File: config.mk
export PLATFORM = sky130hd
export DESIGN_NAME = sfic_ctrl
export DESIGN_NICKNAME = d
export VERILOG_FILES = /design/src/sfic_pkg.sv /design/src/sfic_ctrl.sv /design/src/sfic_fifo.sv
export VERILOG_INCLUDE_DIRS = /design/src
export SDC_FILE = /design/constraint.sdc
export NUM_CORES = 1
export LEC_CHECK = 0
export BUFFER_PORTS_ARGS = -buffer_cell sky130_fd_sc_hd__buf_2
export CAP_MARGIN = 20
export CORE_UTILIZATION = 40
export CTS_CLUSTER_DIAMETER = 60
export CTS_CLUSTER_SIZE = 10
export DETAILED_ROUTE_END_ITERATION = 10
export PLACE_DENSITY = 0.55
export SLEW_MARGIN = 5
export SYNTH_ARGS = -nofsm -noshare
export SYNTH_HDL_FRONTEND = slang
export SYNTH_SLANG_ARGS = --single-unit
File: constraint.sdc
create_clock -name clk -period 7.34 [get_ports clk]
set_clock_uncertainty 0.2 [all_clocks]
set_input_delay 0.367 -clock clk [delete_from_list [all_inputs] [get_ports clk]]
set_output_delay 0.367 -clock clk [all_outputs]
set_load 0.005 [all_outputs]
File: src/sfic_params.svh
`ifndef SFIC_PARAMS_SVH
`define SFIC_PARAMS_SVH

// ==========================================================
// Register indices (indirect address space)
`define SFIC_ADDR_MISC 12'h36B
`define SFIC_ADDR_SEQ 12'h36D
`define SFIC_ADDR_MODES_LO 12'h36E
`define SFIC_ADDR_MODES_HI 12'h36F
`define SFIC_ADDR_VINIT1 12'h3A8
`define SFIC_ADDR_VINIT2 12'h3A9
`define SFIC_ADDR_OUTPIX 12'h3AB
`define SFIC_ADDR_VCTRL 12'h3AC
`define SFIC_ADDR_HCTRL 12'h3AD

// ==========================================================
// Reset values
`define SFIC_RST_MISC 16'h000C
`define SFIC_RST_SEQ 16'h0000
`define SFIC_RST_MODES 16'h0000
`define SFIC_RST_VINIT 16'h0000
`define SFIC_RST_OUTPIX 16'h02D0
`define SFIC_RST_VCTRL 16'h2100
`define SFIC_RST_HCTRL 16'h0400

// ==========================================================
// Field positions
`define SFIC_MISC_CLK_LSB 0
`define SFIC_MISC_CLK_MSB 6
`define SFIC_MISC_FILL_LSB 8
`define SFIC_MISC_FILL_MSB 15
`define SFIC_SEQ_END_MSB 9
`define SFIC_SEQ_BLANK_BIT 10
`define SFIC_SEQ_COUNT_LSB 12
`define SFIC_SEQ_COUNT_MSB 15
`define SFIC_VINIT_MSB 8
`define SFIC_OUTPIX_MSB 9
`define SFIC_VCTRL_COEF_MSB 8
`define SFIC_VCTRL_EN_BIT 12
`define SFIC_HCTRL_COEF_MSB 14

// Writable bit masks (reserved bits read zero)
`define SFIC_MASK_MISC 16'hFF7F
`define SFIC_MASK_SEQ 16'hF7FF
`define SFIC_MASK_VINIT 16'h01FF
`define SFIC_MASK_OUTPIX 16'h03FF
`define SFIC_MASK_VCTRL 16'h11FF
`define SFIC_MASK_HCTRL 16'h7FFF

// Field mode codes
`define SFIC_MODE_UNSCALED 2'h0
`define SFIC_MODE_NULL 2'h1
`define SFIC_MODE_SCALED 2'h2

`define SFIC_FIFO_DEPTH 8
`define SFIC_FIFO_WIDTH 8

`endif

File: src/sfic_pkg.sv
package sfic_pkg;
    typedef enum logic [1:0] {
        SFIC_UNSCALED = 2'h0,
        SFIC_NULL = 2'h1,
        SFIC_SCALED = 2'h2,
        SFIC_RSVD = 2'h3
    } sfic_mode_type;

    typedef enum logic [2:0] {
        SFIC_ST_IDLE = 3'h1,
        SFIC_ST_ACTIVE = 3'h2,
        SFIC_ST_BLANK = 3'h4
    } sfic_state_type;
endpackage

File: src/sfic_ctrl.sv
// How it works
// - With no scaled data ready, the programmed blank fill byte goes out in active video.
// - Frame status updates when pixel counter reaches the 10-bit end pixel count.
// - Blank timing bit 0 gives no timing on blank fields; 1 gives unscaled H/V/F.
// - Field count sets how many output fields form the interleave sequence.
// - Sixteen 2-bit field modes over two registers, entry 0 in lowest bit pair.
// - Sequence counter steps entry 0 up to entry n, n 0..15, then wraps.
// - Mode 00 unscaled, 01 null without SAV/EAV, 10 scaled, 11 reserved.
// - Vertical accumulator loads 9-bit first-field initial value at field 1 start.
// - Vertical accumulator loads separate second-field initial value at field 2 start.
// - Output pixel count register, 10 bits, resets to 720 pixels per line.
// - One enable bit turns both scalers on or off; resets off.
// - Vertical coefficient is 9-bit ratio times 256; register resets to 2100h.
// - Horizontal step is 15-bit 5.10 fixed point; resets to unity 400h.
// - All these registers are 16 bits, reached through indirect access.
`timescale 1ns/1ps
`default_nettype none
`include "sfic_params.svh"

module sfic_ctrl (
    input wire logic clk,
    input wire logic rst_n,
    input wire logic reg_wr,
    input wire logic reg_rd,
    input wire logic [11:0] reg_addr,
    input wire logic [15:0] reg_wdata,
    output logic [15:0] reg_rdata,
    input wire logic [6:0] clk_mode_in,
    input wire logic clk_mode_upd,
    input wire logic field_start,
    input wire logic field_odd,
    input wire logic active_video,
    input wire logic pixel_tick,
    input wire logic unscaled_timing,
    input wire logic [7:0] scaled_data,
    input wire logic scaled_valid,
    output logic scaled_ready,
    input wire logic [7:0] unscaled_data,
    output logic [7:0] out_data,
    output logic out_timing,
    output logic out_codes_en,
    output logic [1:0] cur_mode,
    output logic [3:0] seq_index,
    output logic frame_status,
    output logic scaler_enable,
    output logic [8:0] vertical_ratio_coefficient,
    output logic [14:0] horizontal_step_coefficient,
    output logic [9:0] output_pixels_per_line,
    output logic [8:0] vert_accum
);
    typedef struct packed {
        logic [15:0] misc;
        logic [15:0] seq;
        logic [15:0] modes_lo;
        logic [15:0] modes_hi;
        logic [15:0] vinit1;
        logic [15:0] vinit2;
        logic [15:0] outpix;
        logic [15:0] vctrl;
        logic [15:0] hctrl;
        logic [15:0] rdata;
        logic [3:0] idx;
        logic [9:0] pix;
        logic [8:0] vacc;
        logic fstat;
        logic [7:0] dout;
        logic timing;
        logic codes;
        sfic_pkg::sfic_state_type st;
    } sfic_state_type;

    sfic_state_type s_q, s_d;
    logic [31:0] modes_all;
    logic [1:0] mode_now;
    logic [7:0] fifo_data;
    logic fifo_valid;
    logic fifo_pop;

    // Pick a 2-bit mode entry from the packed 32-bit table
    function automatic logic [1:0] sfic_pick_mode(input logic [31:0] tbl, input logic [3:0] i);
        logic [4:0] b;
        b = {i, 1'b0};
        return tbl[b +: 2];
    endfunction

    // Next index with wrap after the last configured entry
    function automatic logic [3:0] sfic_next_idx(input logic [3:0] i, input logic [3:0] last);
        return (i >= last) ? 4'h0 : i + 4'h1;
    endfunction

    // ==========================================================
    // Scaled data buffer
    // Back-pressure stalls the scaler when the output is not taking scaled pixels
    sfic_fifo #(
        .WIDTH(`SFIC_FIFO_WIDTH),
        .DEPTH(`SFIC_FIFO_DEPTH)
    ) u_fifo (
        .clk(clk),
        .rst_n(rst_n),
        .in_data(scaled_data),
        .in_valid(scaled_valid),
        .in_ready(scaled_ready),
        .out_data(fifo_data),
        .out_valid(fifo_valid),
        .out_ready(fifo_pop)
    );

    assign modes_all = {s_q.modes_hi, s_q.modes_lo};
    assign mode_now = sfic_pick_mode(modes_all, s_q.idx);
    // Drain only in scaled fields during active video
    assign fifo_pop = pixel_tick && active_video && (mode_now == `SFIC_MODE_SCALED);

    // ==========================================================
    // Register file and field sequencing
    always_comb begin
        s_d = s_q;
        // Register writes, reserved bits forced to zero
        if (reg_wr) begin
            case (reg_addr)
                `SFIC_ADDR_MISC: s_d.misc = reg_wdata & `SFIC_MASK_MISC;
                `SFIC_ADDR_SEQ: s_d.seq = reg_wdata & `SFIC_MASK_SEQ;
                `SFIC_ADDR_MODES_LO: s_d.modes_lo = reg_wdata;
                `SFIC_ADDR_MODES_HI: s_d.modes_hi = reg_wdata;
                `SFIC_ADDR_VINIT1: s_d.vinit1 = reg_wdata & `SFIC_MASK_VINIT;
                `SFIC_ADDR_VINIT2: s_d.vinit2 = reg_wdata & `SFIC_MASK_VINIT;
                `SFIC_ADDR_OUTPIX: s_d.outpix = reg_wdata & `SFIC_MASK_OUTPIX;
                `SFIC_ADDR_VCTRL: s_d.vctrl = reg_wdata & `SFIC_MASK_VCTRL;
                `SFIC_ADDR_HCTRL: s_d.hctrl = reg_wdata & `SFIC_MASK_HCTRL;
                default: s_d.misc = s_q.misc;
            endcase
        end
        // Device owns the clock fields; its update wins over a host write
        if (clk_mode_upd) begin
            s_d.misc[`SFIC_MISC_CLK_MSB:`SFIC_MISC_CLK_LSB] = clk_mode_in;
        end
        // Read data latched one cycle after the strobe; unmapped reads zero
        if (reg_rd) begin
            case (reg_addr)
                `SFIC_ADDR_MISC: s_d.rdata = s_q.misc;
                `SFIC_ADDR_SEQ: s_d.rdata = s_q.seq;
                `SFIC_ADDR_MODES_LO: s_d.rdata = s_q.modes_lo;
                `SFIC_ADDR_MODES_HI: s_d.rdata = s_q.modes_hi;
                `SFIC_ADDR_VINIT1: s_d.rdata = s_q.vinit1;
                `SFIC_ADDR_VINIT2: s_d.rdata = s_q.vinit2;
                `SFIC_ADDR_OUTPIX: s_d.rdata = s_q.outpix;
                `SFIC_ADDR_VCTRL: s_d.rdata = s_q.vctrl;
                `SFIC_ADDR_HCTRL: s_d.rdata = s_q.hctrl;
                default: s_d.rdata = 16'h0000;
            endcase
        end

        // Field boundary: step sequence and reload the accumulator
        if (field_start) begin
            s_d.idx = sfic_next_idx(s_q.idx, s_q.seq[`SFIC_SEQ_COUNT_MSB:`SFIC_SEQ_COUNT_LSB]);
            s_d.pix = 10'h000;
            s_d.fstat = 1'b0;
            // Field 1 vs field 2 initial weight
            if (field_odd) begin
                s_d.vacc = s_q.vinit1[`SFIC_VINIT_MSB:0];
            end else begin
                s_d.vacc = s_q.vinit2[`SFIC_VINIT_MSB:0];
            end
        end else if (pixel_tick) begin
            // Field start clear wins over status set; counter holds once the end count is reached
            if (s_q.pix == s_q.seq[`SFIC_SEQ_END_MSB:0]) begin
                s_d.fstat = 1'b1;
            end else begin
                s_d.pix = s_q.pix + 10'h001;
            end
        end

        // Output state by mode of the current field
        case (s_q.st)
            sfic_pkg::SFIC_ST_IDLE: begin
                s_d.st = field_start ? sfic_pkg::SFIC_ST_ACTIVE : sfic_pkg::SFIC_ST_IDLE;
            end
            sfic_pkg::SFIC_ST_ACTIVE: begin
                s_d.st = (mode_now == `SFIC_MODE_NULL) ? sfic_pkg::SFIC_ST_BLANK
                                                      : sfic_pkg::SFIC_ST_ACTIVE;
            end
            sfic_pkg::SFIC_ST_BLANK: begin
                s_d.st = field_start ? sfic_pkg::SFIC_ST_ACTIVE : sfic_pkg::SFIC_ST_BLANK;
            end
            default: begin
                s_d.st = sfic_pkg::SFIC_ST_IDLE;
            end
        endcase

        // Data and timing per mode; reserved mode treated as null
        case (mode_now)
            `SFIC_MODE_UNSCALED: begin
                s_d.dout = unscaled_data;
                s_d.timing = unscaled_timing;
                s_d.codes = 1'b1;
            end
            `SFIC_MODE_SCALED: begin
                // Underflow falls back to the fill byte
                s_d.dout = (fifo_valid && active_video) ? fifo_data
                         : s_q.misc[`SFIC_MISC_FILL_MSB:`SFIC_MISC_FILL_LSB];
                s_d.timing = unscaled_timing;
                s_d.codes = 1'b1;
            end
            default: begin
                s_d.dout = s_q.misc[`SFIC_MISC_FILL_MSB:`SFIC_MISC_FILL_LSB];
                s_d.timing = s_q.seq[`SFIC_SEQ_BLANK_BIT] && unscaled_timing;
                s_d.codes = 1'b0;
            end
        endcase
    end

    always_ff @(posedge clk or negedge rst_n) begin
        if (!rst_n) begin
            s_q.misc <= `SFIC_RST_MISC;
            s_q.seq <= `SFIC_RST_SEQ;
            s_q.modes_lo <= `SFIC_RST_MODES;
            s_q.modes_hi <= `SFIC_RST_MODES;
            s_q.vinit1 <= `SFIC_RST_VINIT;
            s_q.vinit2 <= `SFIC_RST_VINIT;
            s_q.outpix <= `SFIC_RST_OUTPIX;
            s_q.vctrl <= `SFIC_RST_VCTRL;
            s_q.hctrl <= `SFIC_RST_HCTRL;
            s_q.rdata <= 16'h0000;
            s_q.idx <= 4'h0;
            s_q.pix <= 10'h000;
            s_q.vacc <= 9'h000;
            s_q.fstat <= 1'b0;
            s_q.dout <= 8'h00;
            s_q.timing <= 1'b0;
            s_q.codes <= 1'b0;
            s_q.st <= sfic_pkg::SFIC_ST_IDLE;
        end else begin
            s_q <= s_d;
        end
    end

    // ==========================================================
    // Outputs
    assign reg_rdata = s_q.rdata;
    assign out_data = s_q.dout;
    assign out_timing = s_q.timing;
    assign out_codes_en = s_q.codes;
    assign cur_mode = mode_now;
    assign seq_index = s_q.idx;
    assign frame_status = s_q.fstat;
    assign scaler_enable = s_q.vctrl[`SFIC_VCTRL_EN_BIT];
    assign vertical_ratio_coefficient = s_q.vctrl[`SFIC_VCTRL_COEF_MSB:0];
    assign horizontal_step_coefficient = s_q.hctrl[`SFIC_HCTRL_COEF_MSB:0];
    assign output_pixels_per_line = s_q.outpix[`SFIC_OUTPIX_MSB:0];
    assign vert_accum = s_q.vacc;
endmodule

`default_nettype wire

File: src/sfic_fifo.sv
`timescale 1ns/1ps
`default_nettype none
`include "sfic_params.svh"

module sfic_fifo #(
    parameter int WIDTH = `SFIC_FIFO_WIDTH,
    parameter int DEPTH = `SFIC_FIFO_DEPTH
) (
    input wire logic clk,
    input wire logic rst_n,
    input wire logic [WIDTH-1:0] in_data,
    input wire logic in_valid,
    output logic in_ready,
    output logic [WIDTH-1:0] out_data,
    output logic out_valid,
    input wire logic out_ready
);
    localparam int AW = $clog2(DEPTH);

    typedef struct packed {
        logic [AW-1:0] wp;
        logic [AW-1:0] rp;
        logic [AW:0] cnt;
    } sfic_fifo_state_type;

    sfic_fifo_state_type s_q, s_d;
    logic [WIDTH-1:0] mem_q [DEPTH];
    logic push;
    logic pop;

    // ==========================================================
    // Handshake
    assign in_ready = (s_q.cnt != DEPTH[AW:0]);
    assign out_valid = (s_q.cnt != '0);
    assign push = in_valid && in_ready;
    assign pop = out_valid && out_ready;
    assign out_data = mem_q[s_q.rp];

    // Pointer and count update
    always_comb begin
        s_d = s_q;
        if (push) begin
            s_d.wp = s_q.wp + 1'b1;
        end
        if (pop) begin
            s_d.rp = s_q.rp + 1'b1;
        end
        if (push && !pop) begin
            s_d.cnt = s_q.cnt + 1'b1;
        end else if (pop && !push) begin
            s_d.cnt = s_q.cnt - 1'b1;
        end
    end

    always_ff @(posedge clk or negedge rst_n) begin
        if (!rst_n) begin
            s_q <= '0;
        end else begin
            s_q <= s_d;
        end
    end

    // Storage has no reset; only pointers and count need a defined value
    always_ff @(posedge clk) begin
        if (push) begin
            mem_q[s_q.wp] <= in_data;
        end
    end
endmodule

`default_nettype wire

After elaboration in Yosys (flattened, before gate mapping)
Memory sizes are Yosys's and may differ from the RTL's.
Cells that the tools add are included.
{"block": "totals", "ff_bits": 176, "ramBits": 64, "out_inout_bits": 78, "memories": 1}
{"block": "op_classes", "add_sub_neg": 6, "magnitude_cmp": 1, "n_eq_ne": 13, "shifts": 1, "n_mux": 26, "n_reduce_logical": 29}
{"name": "u_fifo.mem_q", "words": 8, "word_bits": 8, "read_ports": 1, "rd_clocked_by_memory_dff": 0, "write_ports": 1, "line": "sfic_fifo.sv:27", "source": "logic [WIDTH-1:0] mem_q [DEPTH];"}
{"operator": "$pmux W16 S9", "count": 1}
{"operator": "$mux W135", "count": 1}
{"operator": "$eq A12 B10 Y1 const B", "count": 9}
{"operator": "$mux W16", "count": 3}
{"operator": "$mux W10", "count": 4}
{"operator": "$shiftx A32 B6 Y2", "count": 1}
{"operator": "$mux W9", "count": 3}
{"operator": "$reduce_and A2 Y1", "count": 12}
{"operator": "$pmux W10 S2", "count": 1}
{"operator": "$mux W15", "count": 1}
{"operator": "$mux W14", "count": 1}
{"operator": "$mux W7", "count": 2}
{"operator": "$mux W4", "count": 3}
{"operator": "$add A10 B1 Y10 const B", "count": 1}
{"operator": "$eq A10 B10 Y1", "count": 1}
{"operator": "$reduce_bool A2 Y1", "count": 5}
{"operator": "$add A4 B1 Y4 const B", "count": 2}
{"operator": "$logic_and A1 B1 Y1", "count": 8}
{"operator": "$mux W8", "count": 1}
{"operator": "$add A3 B1 Y3 const B", "count": 2}
{"operator": "$mux W1", "count": 5}
{"operator": "$ge A4 B4 Y1", "count": 1}
{"operator": "$ne A4 B4 Y1 const B", "count": 1}
{"operator": "$reduce_bool A4 Y1", "count": 1}
{"operator": "other kinds (5)", "count": 6}

Logic depth before layout (Yosys ltp)
Gate-level depths: netlist (run 1).
{"block": "logic_depth", "word_depth": 7, "depth_mapped": 13, "mapped_depth_nobuf": 12}

Cells and area by module
A second synthesis (run 1) with hierarchy kept.
{"block": "hier_totals", "cells_unflattened": 901, "area_unflattened_um2": 11917.7}
{"mod": "sfic_ctrl", "instances": 1, "cells_each": 746, "area_per_inst_um2": 8805.9, "seq_area_each_um2": 4165.2}
{"mod": "sfic_fifo", "instances": 1, "cells_each": 155, "area_per_inst_um2": 3111.7, "seq_area_each_um2": 2172.1}

Worst setup path before layout (run 1)
Ideal clock, no wire load.
{"block": "synth_timing", "path_type": "flip-flop to flip-flop", "start": "reg s_q[33], in the netlist seq_index[0]", "end": "reg u_fifo.s_q[3] (netlist bit)", "setup_time_ns": 0.125, "t_arrival_ns": 2.934, "t_required_ns": 7.015, "slack_ns": 4.081, "path_stages_with_launch": 14, "path_buffers": 1, "period_less_slack_ns": 3.259, "cell_sequence": "dfrtp_1 -> buf_2 -> mux4_2 -> a22oi_1 -> nand3_1 -> nand4_1 -> ha_1 -> inv_1 -> ha_1 -> a21o_1 -> a21oi_1 -> xnor2_1 -> nor2_1 -> xor2_1"}
{"block": "synth_via", "elab_chain_len": 7}
{"element": "from (decl)", "line": "sfic_ctrl.sv:72", "source": "sfic_state_type s_q, s_d;"}
{"element": "$shiftx A32 B6 Y2 (*)", "line": "sfic_ctrl.sv:83", "source": "return tbl[b +: 2];"}
{"element": "$eq A2 B2 Y1 (*)"}
{"element": "$logic_and A1 B1 Y1 (*)", "line": "sfic_ctrl.sv:111", "source": "assign fifo_pop = pixel_tick && active_video && (mode_now == `SFIC_MODE_SCALED);"}
{"element": "$logic_and A1 B1 Y1 (*)", "line": "sfic_fifo.sv:36", "source": "assign pop = out_valid && out_ready;"}
{"element": "$logic_not A1 Y1", "line": "sfic_fifo.sv:48", "source": "if (push && !pop) begin"}
{"element": "$logic_and A1 B1 Y1", "line": "sfic_fifo.sv:48"}
{"element": "$mux W4 / $reduce_bool A2 Y1 (equally long branches)"}
{"element": "to (signal assigned)", "line": "sfic_fifo.sv:57", "source": "s_q <= '0;"}
{"element": "to (signal assigned)", "line": "sfic_fifo.sv:59", "source": "s_q <= s_d;"}
{"element": "to (decl)", "line": "sfic_fifo.sv:26", "source": "sfic_fifo_state_type s_q, s_d;"}
Every way passes the cells marked *; elsewhere a longest branch is shown, timed or not.
A chain may end at the register's enable or synchronous reset.

Worst setup path after layout (run 1)
Same ends and word-level chain as after synthesis.

==> results of run 1 <==
## registers in the layout (all words and copies together), names as in the netlist
signal	count
u_fifo.mem_q	64
s_q	59
modes_all	32
reg_rdata	16
horizontal_step_coefficient	15
output_pixels_per_line	10
u_fifo.s_q	10
vert_accum	9
vertical_ratio_coefficient	9
out_data	8
seq_index	4
frame_status	1
out_codes_en	1
out_timing	1
scaler_enable	1
## per-stage QoR
step / instances / util (%) / worst slack (ns) / cell area [µm²]
6_report: 1390 / 47.1 / 3.29 / 13200
5_1_grt: 1390 / 47.1 / 2.99 / 13200
4_1_cts: 1389 / 47.1 / 3.29 / 13200
3_5_place_dp: 1310 / 43.0 / 3.29 / 12100
3_3_place_gp: 1310 / 43.0 / 3.35 / 12100
2_1_floorplan: 893 / - / 4.08 / 11600
## report_power, final
part | switching, mW | internal (mW)
Sequential | 0.0503 | 1.47
Clock | 0.526 | 0.770
Combinational | 0.171 | 0.117
Total | 0.747 | 2.35
## cell type report
cell class / count / area (µm²) / area share, %
flip-flops and latches: 240 / 6340 / 47.9
multi-input cells: 517 / 4410 / 33.4
repair buffers: 176 / 1050 / 7.97
clock buffers: 47 / 803 / 6.07
well taps: 378 / 473 / 3.58
inverters: 30 / 113 / 0.851
clock inverters: 2 / 35.0 / 0.265
## kinds of logic (layout without fill, tap and decap cells)
| logic type | after synthesis | in the layout | synth area share, % |
|---|---|---|---|
| mux | 173 | 173 | 19.2 |
| compound gates | 144 | 144 | 8.31 |
| simple gates | 165 | 165 | 7.50 |
| buf+inv | 136 | 255 | 7.01 |
| fa+ha+maj | 12 | 12 | 1.36 |
| xor+xnor | 23 | 23 | 1.74 |
| flops | 240 | 240 | 54.8 |
## routing by layer
metal / share of wire [%] / GRT usage, % / routed length [µm]
met1: 46 / 29.7 / 13900
met2: 47 / 32.9 / 14100
met5: 0 / 0 / 0
met4: 2.9 / 6.54 / 885
met3: 4.6 / 3.41 / 1380
## path summary, 6_finish.rpt
kind                                                from                        end  depth (start not counted)
worst max-delay path            seq_index[0]$_DFFE_PN0P_  u_fifo.s_q[3]$_DFFE_PN0P_                         12
worst min-delay path                        clk_mode_upd       s_q[183]$_DFFE_PN1P_                          2
worst max register to register  seq_index[0]$_DFFE_PN0P_  u_fifo.s_q[3]$_DFFE_PN0P_                         12
worst min register to register       s_q[82]$_DFFE_PN1P_        s_q[82]$_DFFE_PN1P_                          1
max in group asynchronous                          rst_n       s_q[107]$_DFFE_PN0P_                          3
min in group asynchronous                          rst_n       s_q[178]$_DFFE_PN0P_                          2
## layout by cell type (no fill, tap or decap), drive strengths merged, types with 3 or more instances in the layout
cell and instances:
inv 30, a222oi 6, a2bb2oi 3, or3 4, xor2 4, and2 5
dfstp 9, a22o 6, a22oi 16, and3 3, a2111oi 3, nand2b 10
nand4 4, nor2 51, nor3 13, edfxtp 64, a21oi 35, dfrtp 167
mux2i 28, o22ai 15, a21o 3, mux4 24, nor2b 6, xnor2 19
nand3 17, mux2 121, o21ai 29, a32oi 3, buf 144, ha 11
dlygate4sd3 30, clkbuf 49, a21boi 5, a221oi 10, nand2 44
## critical path, delay by kind of cell (launching register included)
| kind | cells | cell delay [ns] |
|---|---|---|
| buffers and inverters | 1 | 0.09 |
| DFF | 1 | 0.68 |
| muxes | 1 | 0.57 |
| adders and majority gates | 2 | 0.51 |
| and+or+nand+nor | 3 | 1.02 |
| xor gates and xnor gates | 2 | 0.27 |
| AOI/OAI and AO/OA | 3 | 0.57 |
## what timing repair did
item,in CTS,in global routing
hold buffers,30,0
endpoints found under the hold margin,212,0
resized for setup,0,0
==> tab_implementation.tex, run 1 <==
\begin{tabular}{lr}
\hline
Metric & Value \\
\hline
\multicolumn{2}{l}{\textbf{Pwr}} \\
PD cells & 234 nW/µm² \\
Leak pwr & 5.85 nW \\
PnR Total Power & 3.10 mW \\
Worst voltage drop across the vdd grid & 0.147 mV \\
\multicolumn{2}{l}{\textbf{Place}} \\
Final weighted congestion of routability-driven global placement & 0.852 \\
Quantity of I/O buffers inserted on ports & 139 \\
Post-detail-place hpwl & 21000 µm \\
\multicolumn{2}{l}{\textbf{Final layout}} \\
Inserted Diodes & 0 \\
Fraction of final layout cells with drive strength greater than 1 & 34.3\% \\
Relative area change from synthesis to final layout & 14.4\% \\
Nets & 1067 \\
Fill cell instance count of the final layout & 2628 \\
\multicolumn{2}{l}{\textbf{CTS}} \\
Number of buffers added for setup after CTS & 0 \\
Maximum root-to-sink buffer count & 3 \\
Number of sinks handled by clock tree synthesis & 240 \\
Root Driver & clkbuf\_16 \\
CTS tree & yes \\
Clock buffers created by TritonCTS & 28 \\
Worst-path clk slew & 0.06 ns \\
H-tree level count & 1 \\
Insertion delay of the later-clocked pin in the worst-skew pair & 0.54 ns \\
\multicolumn{2}{l}{\textbf{STA}} \\
Setup repair after global routing missed its margin & no \\
Total negative setup slack & 0 ns \\
Final hold violation count & 0 \\
Rel. slew slack & 34.2\% \\
Worst hold slack after final layout & 0.00681 ns \\
Actual transition at the worst max-transition pin & 0.975 ns \\
Post-layout minimum cycle time & 4.05 ns \\
Maximum clock frequency & 247 MHz \\
Max-slew violation count & 0 \\
Setup-failing EPs final & 0 \\
Ratio of final minimum period to clock period & 55.1\% \\
\multicolumn{2}{l}{\textbf{Yosys}} \\
Average cell area after synthesis & 12.9 µm² \\
EDFF count, synth & 64 \\
Share of the yosys chip area belonging to registers & 54.8\% \\
Summed instance area of the synthesized netlist & 11600 µm² \\
Synthesized instance count & 893 \\
Share of flip-flops with an asynchronous set or reset & 73.3\% \\
Number of register bits inferred by synthesis & 240 \\
Nets in the synthesized netlist & 967 \\
Most frequently used flop master after synthesis & dfrtp\_1 \\
Dominant cell by count in the synthesized netlist & dfrtp\_1 \\
Netlist cell types & 62 \\
Yosys warns & 0 \\
Cell taking the most area after synthesis & dfrtp\_1 \\
Cells taking the most area after synthesis & dfrtp\_1 36\%, edfxtp\_1 17\%, mux2\_2 11\% \\
Top post-synthesis cells by count & 167 x dfrtp\_1, 110 x mux2\_2, 71 x buf\_4 \\
Portion of synthesized cell area occupied by the leading cell type & 36.2\% \\
\multicolumn{2}{l}{\textbf{Job}} \\
Maximum capacitance violations & 0 \\
\multicolumn{2}{l}{\textbf{Worst hold path}} \\
Worst min path class & input pin to flop \\
\multicolumn{2}{l}{\textbf{Route}} \\
Total via count in the routed design & 7435 \\
Vias per inst & 5.35 \\
Remaining routing DRC violations & 0 \\
Wire per inst & 21.8 µm \\
First-pass iteration count of the detailed router & 6 \\
Final wirelength & 30300 µm \\
Residual antenna-violating net count after detailed routing & 0 \\
DRT iter0 DRCs & 430 \\
\multicolumn{2}{l}{\textbf{Floorplan}} \\
Placeable core area & 28100 µm² \\
Die outline width & 172 µm \\
Std cell rows & 61 \\
Initial Utilization & 41.2\% \\
Height of the die & 172 µm \\
Die area & 29600 µm² \\
I/O pin count & 140 \\
\multicolumn{2}{l}{\textbf{Setup path}} \\
Most frequent cell on the critical path & ha\_1 \\
Kind of end point of the critical path & flop \\
Critical path type & flop to flop \\
Crit path largest cell delay & 0.68 ns \\
Maximum fanout along the worst path & 19 \\
Series of cell instances along the critical path & mux4\_2, a22oi\_1, nand3\_1, nand4\_1, ha\_1, inv\_1, ha\_1, a21o\_1, a21oi\_1, xnor2\_1, nor2\_1, xor2\_1 \\
Data arrival time at the worst-slack endpoint & 4.27 ns \\
Highest-delay cell along the critical path & dfrtp\_1 \\
Flop-to-flop setup slack & 3.29 ns \\
Critical path startpoint category & flop \\
Endpoint required time on the critical path & 7.56 ns \\
\multicolumn{2}{l}{\textbf{Global route}} \\
Overall fraction of global-route tracks in use & 21.0\% \\
Number of global-route vias before repair & 7564 \\
Antenna violations before repair & 0 \\
Grt ovf & 0 \\
Global-route wire length before repair & 46100 µm \\
Maximum number of pins on one net before global-route repair & 111 \\
\multicolumn{2}{l}{\textbf{Status}} \\
Result of the run & finished, final reports clean \\
\hline
\end{tabular}
Note: power is estimated with default switching activity, not from simulation.
==> run 2: changes to the inputs <==
--- a/config.mk
+++ b/config.mk
@@ -6,13 +6,14 @@
 export SDC_FILE = /design/constraint.sdc
 export NUM_CORES = 1
 export LEC_CHECK = 0
+export ABC_AREA = 1
 export BUFFER_PORTS_ARGS = -buffer_cell sky130_fd_sc_hd__buf_2
 export CAP_MARGIN = 20
 export CORE_UTILIZATION = 40
 export CTS_CLUSTER_DIAMETER = 60
 export CTS_CLUSTER_SIZE = 10
 export DETAILED_ROUTE_END_ITERATION = 10
-export PLACE_DENSITY = 0.55
+export PLACE_DENSITY = 0.57
 export SLEW_MARGIN = 5
 export SYNTH_ARGS = -nofsm -noshare
 export SYNTH_HDL_FRONTEND = slang
==> constraint.sdc (replaced) <==
create_clock -name clk -period 3.5 [get_ports clk]
set_clock_uncertainty 0.2 [all_clocks]
set_input_delay 0.175 -clock clk [delete_from_list [all_inputs] [get_ports clk]]
set_output_delay 0.175 -clock clk [all_outputs]
set_load 0.005 [all_outputs]
==> run 2 against run 1 <==
  * Non-clock buffer count is 42 higher
  * Largest cell class unchanged
  * Total power grew 130%
  * Via count rose by 38%
  * Sequential share of layout area decreased by 4.1 points
  * Cell area up 9.3%
  * Synthesized cell count increased by 66%
==> tab_implementation.tex, run 2 <==
\begin{tabular}{lr}
\hline
Metric & Value \\
\hline
\multicolumn{2}{l}{\textbf{Final layout}} \\
Fraction of final layout cells with drive strength greater than 1 & 16.5\% (was 34.3\%) \\
Register bank with the most flops & u\_fifo.mem\_q (unchanged) \\
Nets & 1674 (was 1067) \\
Number of standard cells in the layout, taps in and fillers out & 2013 (was 1390) \\
Highest-count cells in the layout ignoring fill and taps & 455 x nand2\_1, 190 x nand3\_1, 167 x dfrtp\_1 (was 167 x dfrtp\_1, 138 x buf\_2, 110 x mux2\_2) \\
Inserted Diodes & 0 (unchanged) \\
Summed area of non-filler cells in the final layout & 14500 µm² (was 13200 µm²) \\
Area of the multi-input gates & 4690 µm² (was 4410 µm²) \\
Relative area change from synthesis to final layout & 17.4\% (was 14.4\%) \\
Max reg flops & 64 (unchanged) \\
Fill cell instance count of the final layout & 2975 (was 2628) \\
Final cell utilization of the core & 48.3\% (was 47.1\%) \\
Area taken by flip-flops and latches & 6340 µm² (unchanged) \\
Most common cell after layout, fill and taps aside & nand2\_1 (was dfrtp\_1) \\
\multicolumn{2}{l}{\textbf{Floorplan}} \\
Die outline width & 177 µm (was 172 µm) \\
Placeable core area & 30000 µm² (was 28100 µm²) \\
Die area & 31500 µm² (was 29600 µm²) \\
Initial Utilization & 41.1\% (was 41.2\%) \\
Height of the die & 177 µm (was 172 µm) \\
Std cell rows & 63 (was 61) \\
I/O pin count & 140 (unchanged) \\
\multicolumn{2}{l}{\textbf{Global route}} \\
Antenna violations before repair & 0 (unchanged) \\
Overall fraction of global-route tracks in use & 23.5\% (was 21.0\%) \\
Grt ovf & 0 (unchanged) \\
Maximum number of pins on one net before global-route repair & 82 (was 111) \\
Number of global-route vias before repair & 9746 (was 7564) \\
Global-route wire length before repair & 56700 µm (was 46100 µm) \\
\multicolumn{2}{l}{\textbf{Yosys}} \\
Portion of synthesized cell area occupied by the leading cell type & 33.9\% (was 36.2\%) \\
Cells taking the most area after synthesis & dfrtp\_1 34\%, edfxtp\_1 16\%, nand2\_1 14\% (was dfrtp\_1 36\%, edfxtp\_1 17\%, mux2\_2 11\%) \\
Yosys warns & 0 (unchanged) \\
Number of register bits inferred by synthesis & 240 (unchanged) \\
Synthesized instance count & 1480 (was 893) \\
Netlist cell types & 43 (was 62) \\
Most frequently used flop master after synthesis & dfrtp\_1 (unchanged) \\
Average cell area after synthesis & 8.32 µm² (was 12.9 µm²) \\
Top post-synthesis cells by count & 455 x nand2\_1, 190 x nand3\_1, 167 x dfrtp\_1 (was 167 x dfrtp\_1, 110 x mux2\_2, 71 x buf\_4) \\
Nets in the synthesized netlist & 1554 (was 967) \\
Share of the yosys chip area belonging to registers & 51.5\% (was 54.8\%) \\
Cell taking the most area after synthesis & dfrtp\_1 (unchanged) \\
Summed instance area of the synthesized netlist & 12300 µm² (was 11600 µm²) \\
EDFF count, synth & 64 (unchanged) \\
Dominant cell by count in the synthesized netlist & nand2\_1 (was dfrtp\_1) \\
Share of flip-flops with an asynchronous set or reset & 73.3\% (unchanged) \\
\multicolumn{2}{l}{\textbf{Setup path}} \\
Critical path startpoint category & flop (unchanged) \\
Data arrival time at the worst-slack endpoint & 3.43 ns (was 4.27 ns) \\
Series of cell instances along the critical path & buf\_4, or2\_1, nand3\_1, nand3\_1, nand3\_1, nand2\_1, nand3\_1, ha\_1, inv\_1, ha\_1, a21o\_1, a21oi\_1, nor2\_1, nor2\_1, nand2\_1, xor2\_1 (was mux4\_2, a22oi\_1, nand3\_1, nand4\_1, ha\_1, inv\_1, ha\_1, a21o\_1, a21oi\_1, xnor2\_1, nor2\_1, xor2\_1) \\
Endpoint required time on the critical path & 3.76 ns (was 7.56 ns) \\
CP bufs+invs & 2 (was 1) \\
Kind of end point of the critical path & flop (unchanged) \\
Most frequent cell on the critical path & nand3\_1 (was ha\_1) \\
Highest-delay cell along the critical path & dfrtp\_1 (unchanged) \\
Family of cells with the greatest summed delay on the critical path & simple AND/OR/NAND/NOR gates (unchanged) \\
Crit path largest cell delay & 0.57 ns (was 0.68 ns) \\
Critical path type & flop to flop (unchanged) \\
Path depth of the worst reg2reg path & 16 (was 12) \\
Number of gates on the worst path with buffers counted & 16 (was 12) \\
Maximum fanout along the worst path & 12 (was 19) \\
\multicolumn{2}{l}{\textbf{STA}} \\
Maximum clock frequency & 316 MHz (was 247 MHz) \\
Actual transition at the worst max-transition pin & 0.924 ns (was 0.975 ns) \\
Final hold violation count & 0 (unchanged) \\
Post-layout worst setup margin & 0.336 ns (was 3.29 ns) \\
Setup-failing EPs final & 0 (unchanged) \\
Rel. slew slack & 38.2\% (was 34.2\%) \\
Setup repair after global routing missed its margin & no (unchanged) \\
Max-slew violation count & 0 (unchanged) \\
Ratio of final minimum period to clock period & 90.4\% (was 55.1\%) \\
Post-layout minimum cycle time & 3.16 ns (was 4.05 ns) \\
Total negative setup slack & 0 ns (unchanged) \\
\multicolumn{2}{l}{\textbf{CTS}} \\
CTS tree & yes (unchanged) \\
Clock buffers created by TritonCTS & 31 (was 28) \\
Number of sinks handled by clock tree synthesis & 240 (unchanged) \\
Maximum root-to-sink buffer count & 3 (unchanged) \\
Post-CTS resize count & 0 (unchanged) \\
H-tree level count & 1 (unchanged) \\
Insertion delay of the later-clocked pin in the worst-skew pair & 0.57 ns (was 0.54 ns) \\
Worst-path clk slew & 0.06 ns (about the same) \\
Root Driver & clkbuf\_16 (unchanged) \\
\multicolumn{2}{l}{\textbf{Pwr}} \\
Net switching power & 1.80 mW (was 0.747 mW) \\
Part of the total power dissipated in combinational logic & 10.7\% (was 9.3\%) \\
PD cells & 499 nW/µm² (was 234 nW/µm²) \\
Leak pwr & 6.88 nW (was 5.85 nW) \\
Clk pwr share & 45.3\% (was 41.8\%) \\
Sequential share of power & 43.9\% (was 48.9\%) \\
Worst voltage drop across the vdd grid & 0.459 mV (was 0.147 mV) \\
Proportion of total power due to net switching & 24.9\% (was 24.1\%) \\
Internal Dissipation & 5.42 mW (was 2.35 mW) \\
\multicolumn{2}{l}{\textbf{Route}} \\
Residual antenna-violating net count after detailed routing & 0 (unchanged) \\
DRT iter0 DRCs & 723 (was 430) \\
First-pass iteration count of the detailed router & 5 (was 6) \\
Total via count in the routed design & 10.3k (was 7435) \\
Remaining routing DRC violations & 0 (unchanged) \\
Wire per inst & 18.2 µm (was 21.8 µm) \\
Vias per inst & 5.11 (was 5.35) \\
Final wirelength & 36600 µm (was 30300 µm) \\
\multicolumn{2}{l}{\textbf{Place}} \\
Placed cell count & 1897 (was 1310) \\
Post-detail-place hpwl & 26100 µm (was 21000 µm) \\
Quantity of I/O buffers inserted on ports & 139 (unchanged) \\
Post-Place Setup Slack & 0.345 ns (was 3.29 ns) \\
Final weighted congestion of routability-driven global placement & 0.932 (was 0.852) \\
Area of placed instances & 12800 µm² (was 12100 µm²) \\
\multicolumn{2}{l}{\textbf{Worst hold path}} \\
Worst min path class & input pin to async pin (was input pin to flop) \\
\multicolumn{2}{l}{\textbf{Status}} \\
Result of the run & finished, final reports clean (unchanged) \\
\multicolumn{2}{l}{\textbf{Job}} \\
Maximum capacitance violations & 0 (unchanged) \\
\hline
\end{tabular}
run 2: area by class of cell:
class,instances,share of cell area [%]
timing repair buffer,218,10.1
inverter,116,3.01
clock buffer,47,5.99
clock inverter,9,1.31
multi-input combinational,993,32.4
sequential,240,43.8
tap,390,3.37
run 2: cells by family after synthesis:
| logic type | after synthesis | share of synthesized area [%] |
|---|---|---|
| xor gates and xnor gates | 20 | 1.42 |
| and+or+nand+nor | 811 | 28.7 |
| adders and majority gates | 12 | 1.28 |
| buffers and inverters | 247 | 10.5 |
| muxes | 1 | 0.0914 |
| AOI/OAI and AO/OA | 149 | 6.57 |
| DFF | 240 | 51.5 |
run 2: per-layer routing:
| metal | wire (µm) | up-vias | track usage (%) |
|---|---|---|---|
| li1 | - | 4982 | - |
| met1 | 16400 | 4932 | 32.8 |
| met2 | 17200 | 297 | 38.0 |
| met3 | 1810 | 67 | 2.85 |
| met4 | 1190 | 0 | 7.73 |
| met5 | 0 | - | 0 |
run 2: through the flow:
stage	hold slack [ns]	total power, mW
floorplan	-0.321	3.66
global route	0.0318	7.50
CTS	0.00145	7.27
global placement	0.0763	3.93
finish	0.00505	7.22
detailed placement	0.0817	3.94
run 2: power by group through the flow:
stage	Combinational [mW]	Sequential, mW	Clock (mW)
global route	0.881	3.19	3.44
global placement	0.716	3.21	0
CTS	0.785	3.17	3.32
finish	0.775	3.17	3.27
detailed placement	0.723	3.22	0
floorplan	0.469	3.19	0
run 2: final timing paths:
path	from	to	slack (ns)
worst min register to register	reg_rdata[9]$_DFFE_PN0P_	reg_rdata[9]$_DFFE_PN0P_	0.28
worst max-delay path	seq_index[0]$_DFFE_PN0P_	u_fifo.s_q[3]$_DFFE_PN0P_	0.34
worst max register to register	seq_index[0]$_DFFE_PN0P_	u_fifo.s_q[3]$_DFFE_PN0P_	0.34
worst min-delay path	rst_n	frame_status$_DFFE_PN0P_	0.005
min in group clk	reg_wdata[6]	horizontal_step_coefficient[6]$_DFFE_PN0P_	0.01
max in group asynchronous	rst_n	output_pixels_per_line[6]$_DFFE_PN1P_	2.17
run 2: what timing repair did:
item                                    CTS  global route
hold buffers                             60             0
buffers inserted                          0             0
hold endpoints to repair                347             0
endpoints found under the setup margin    0             0
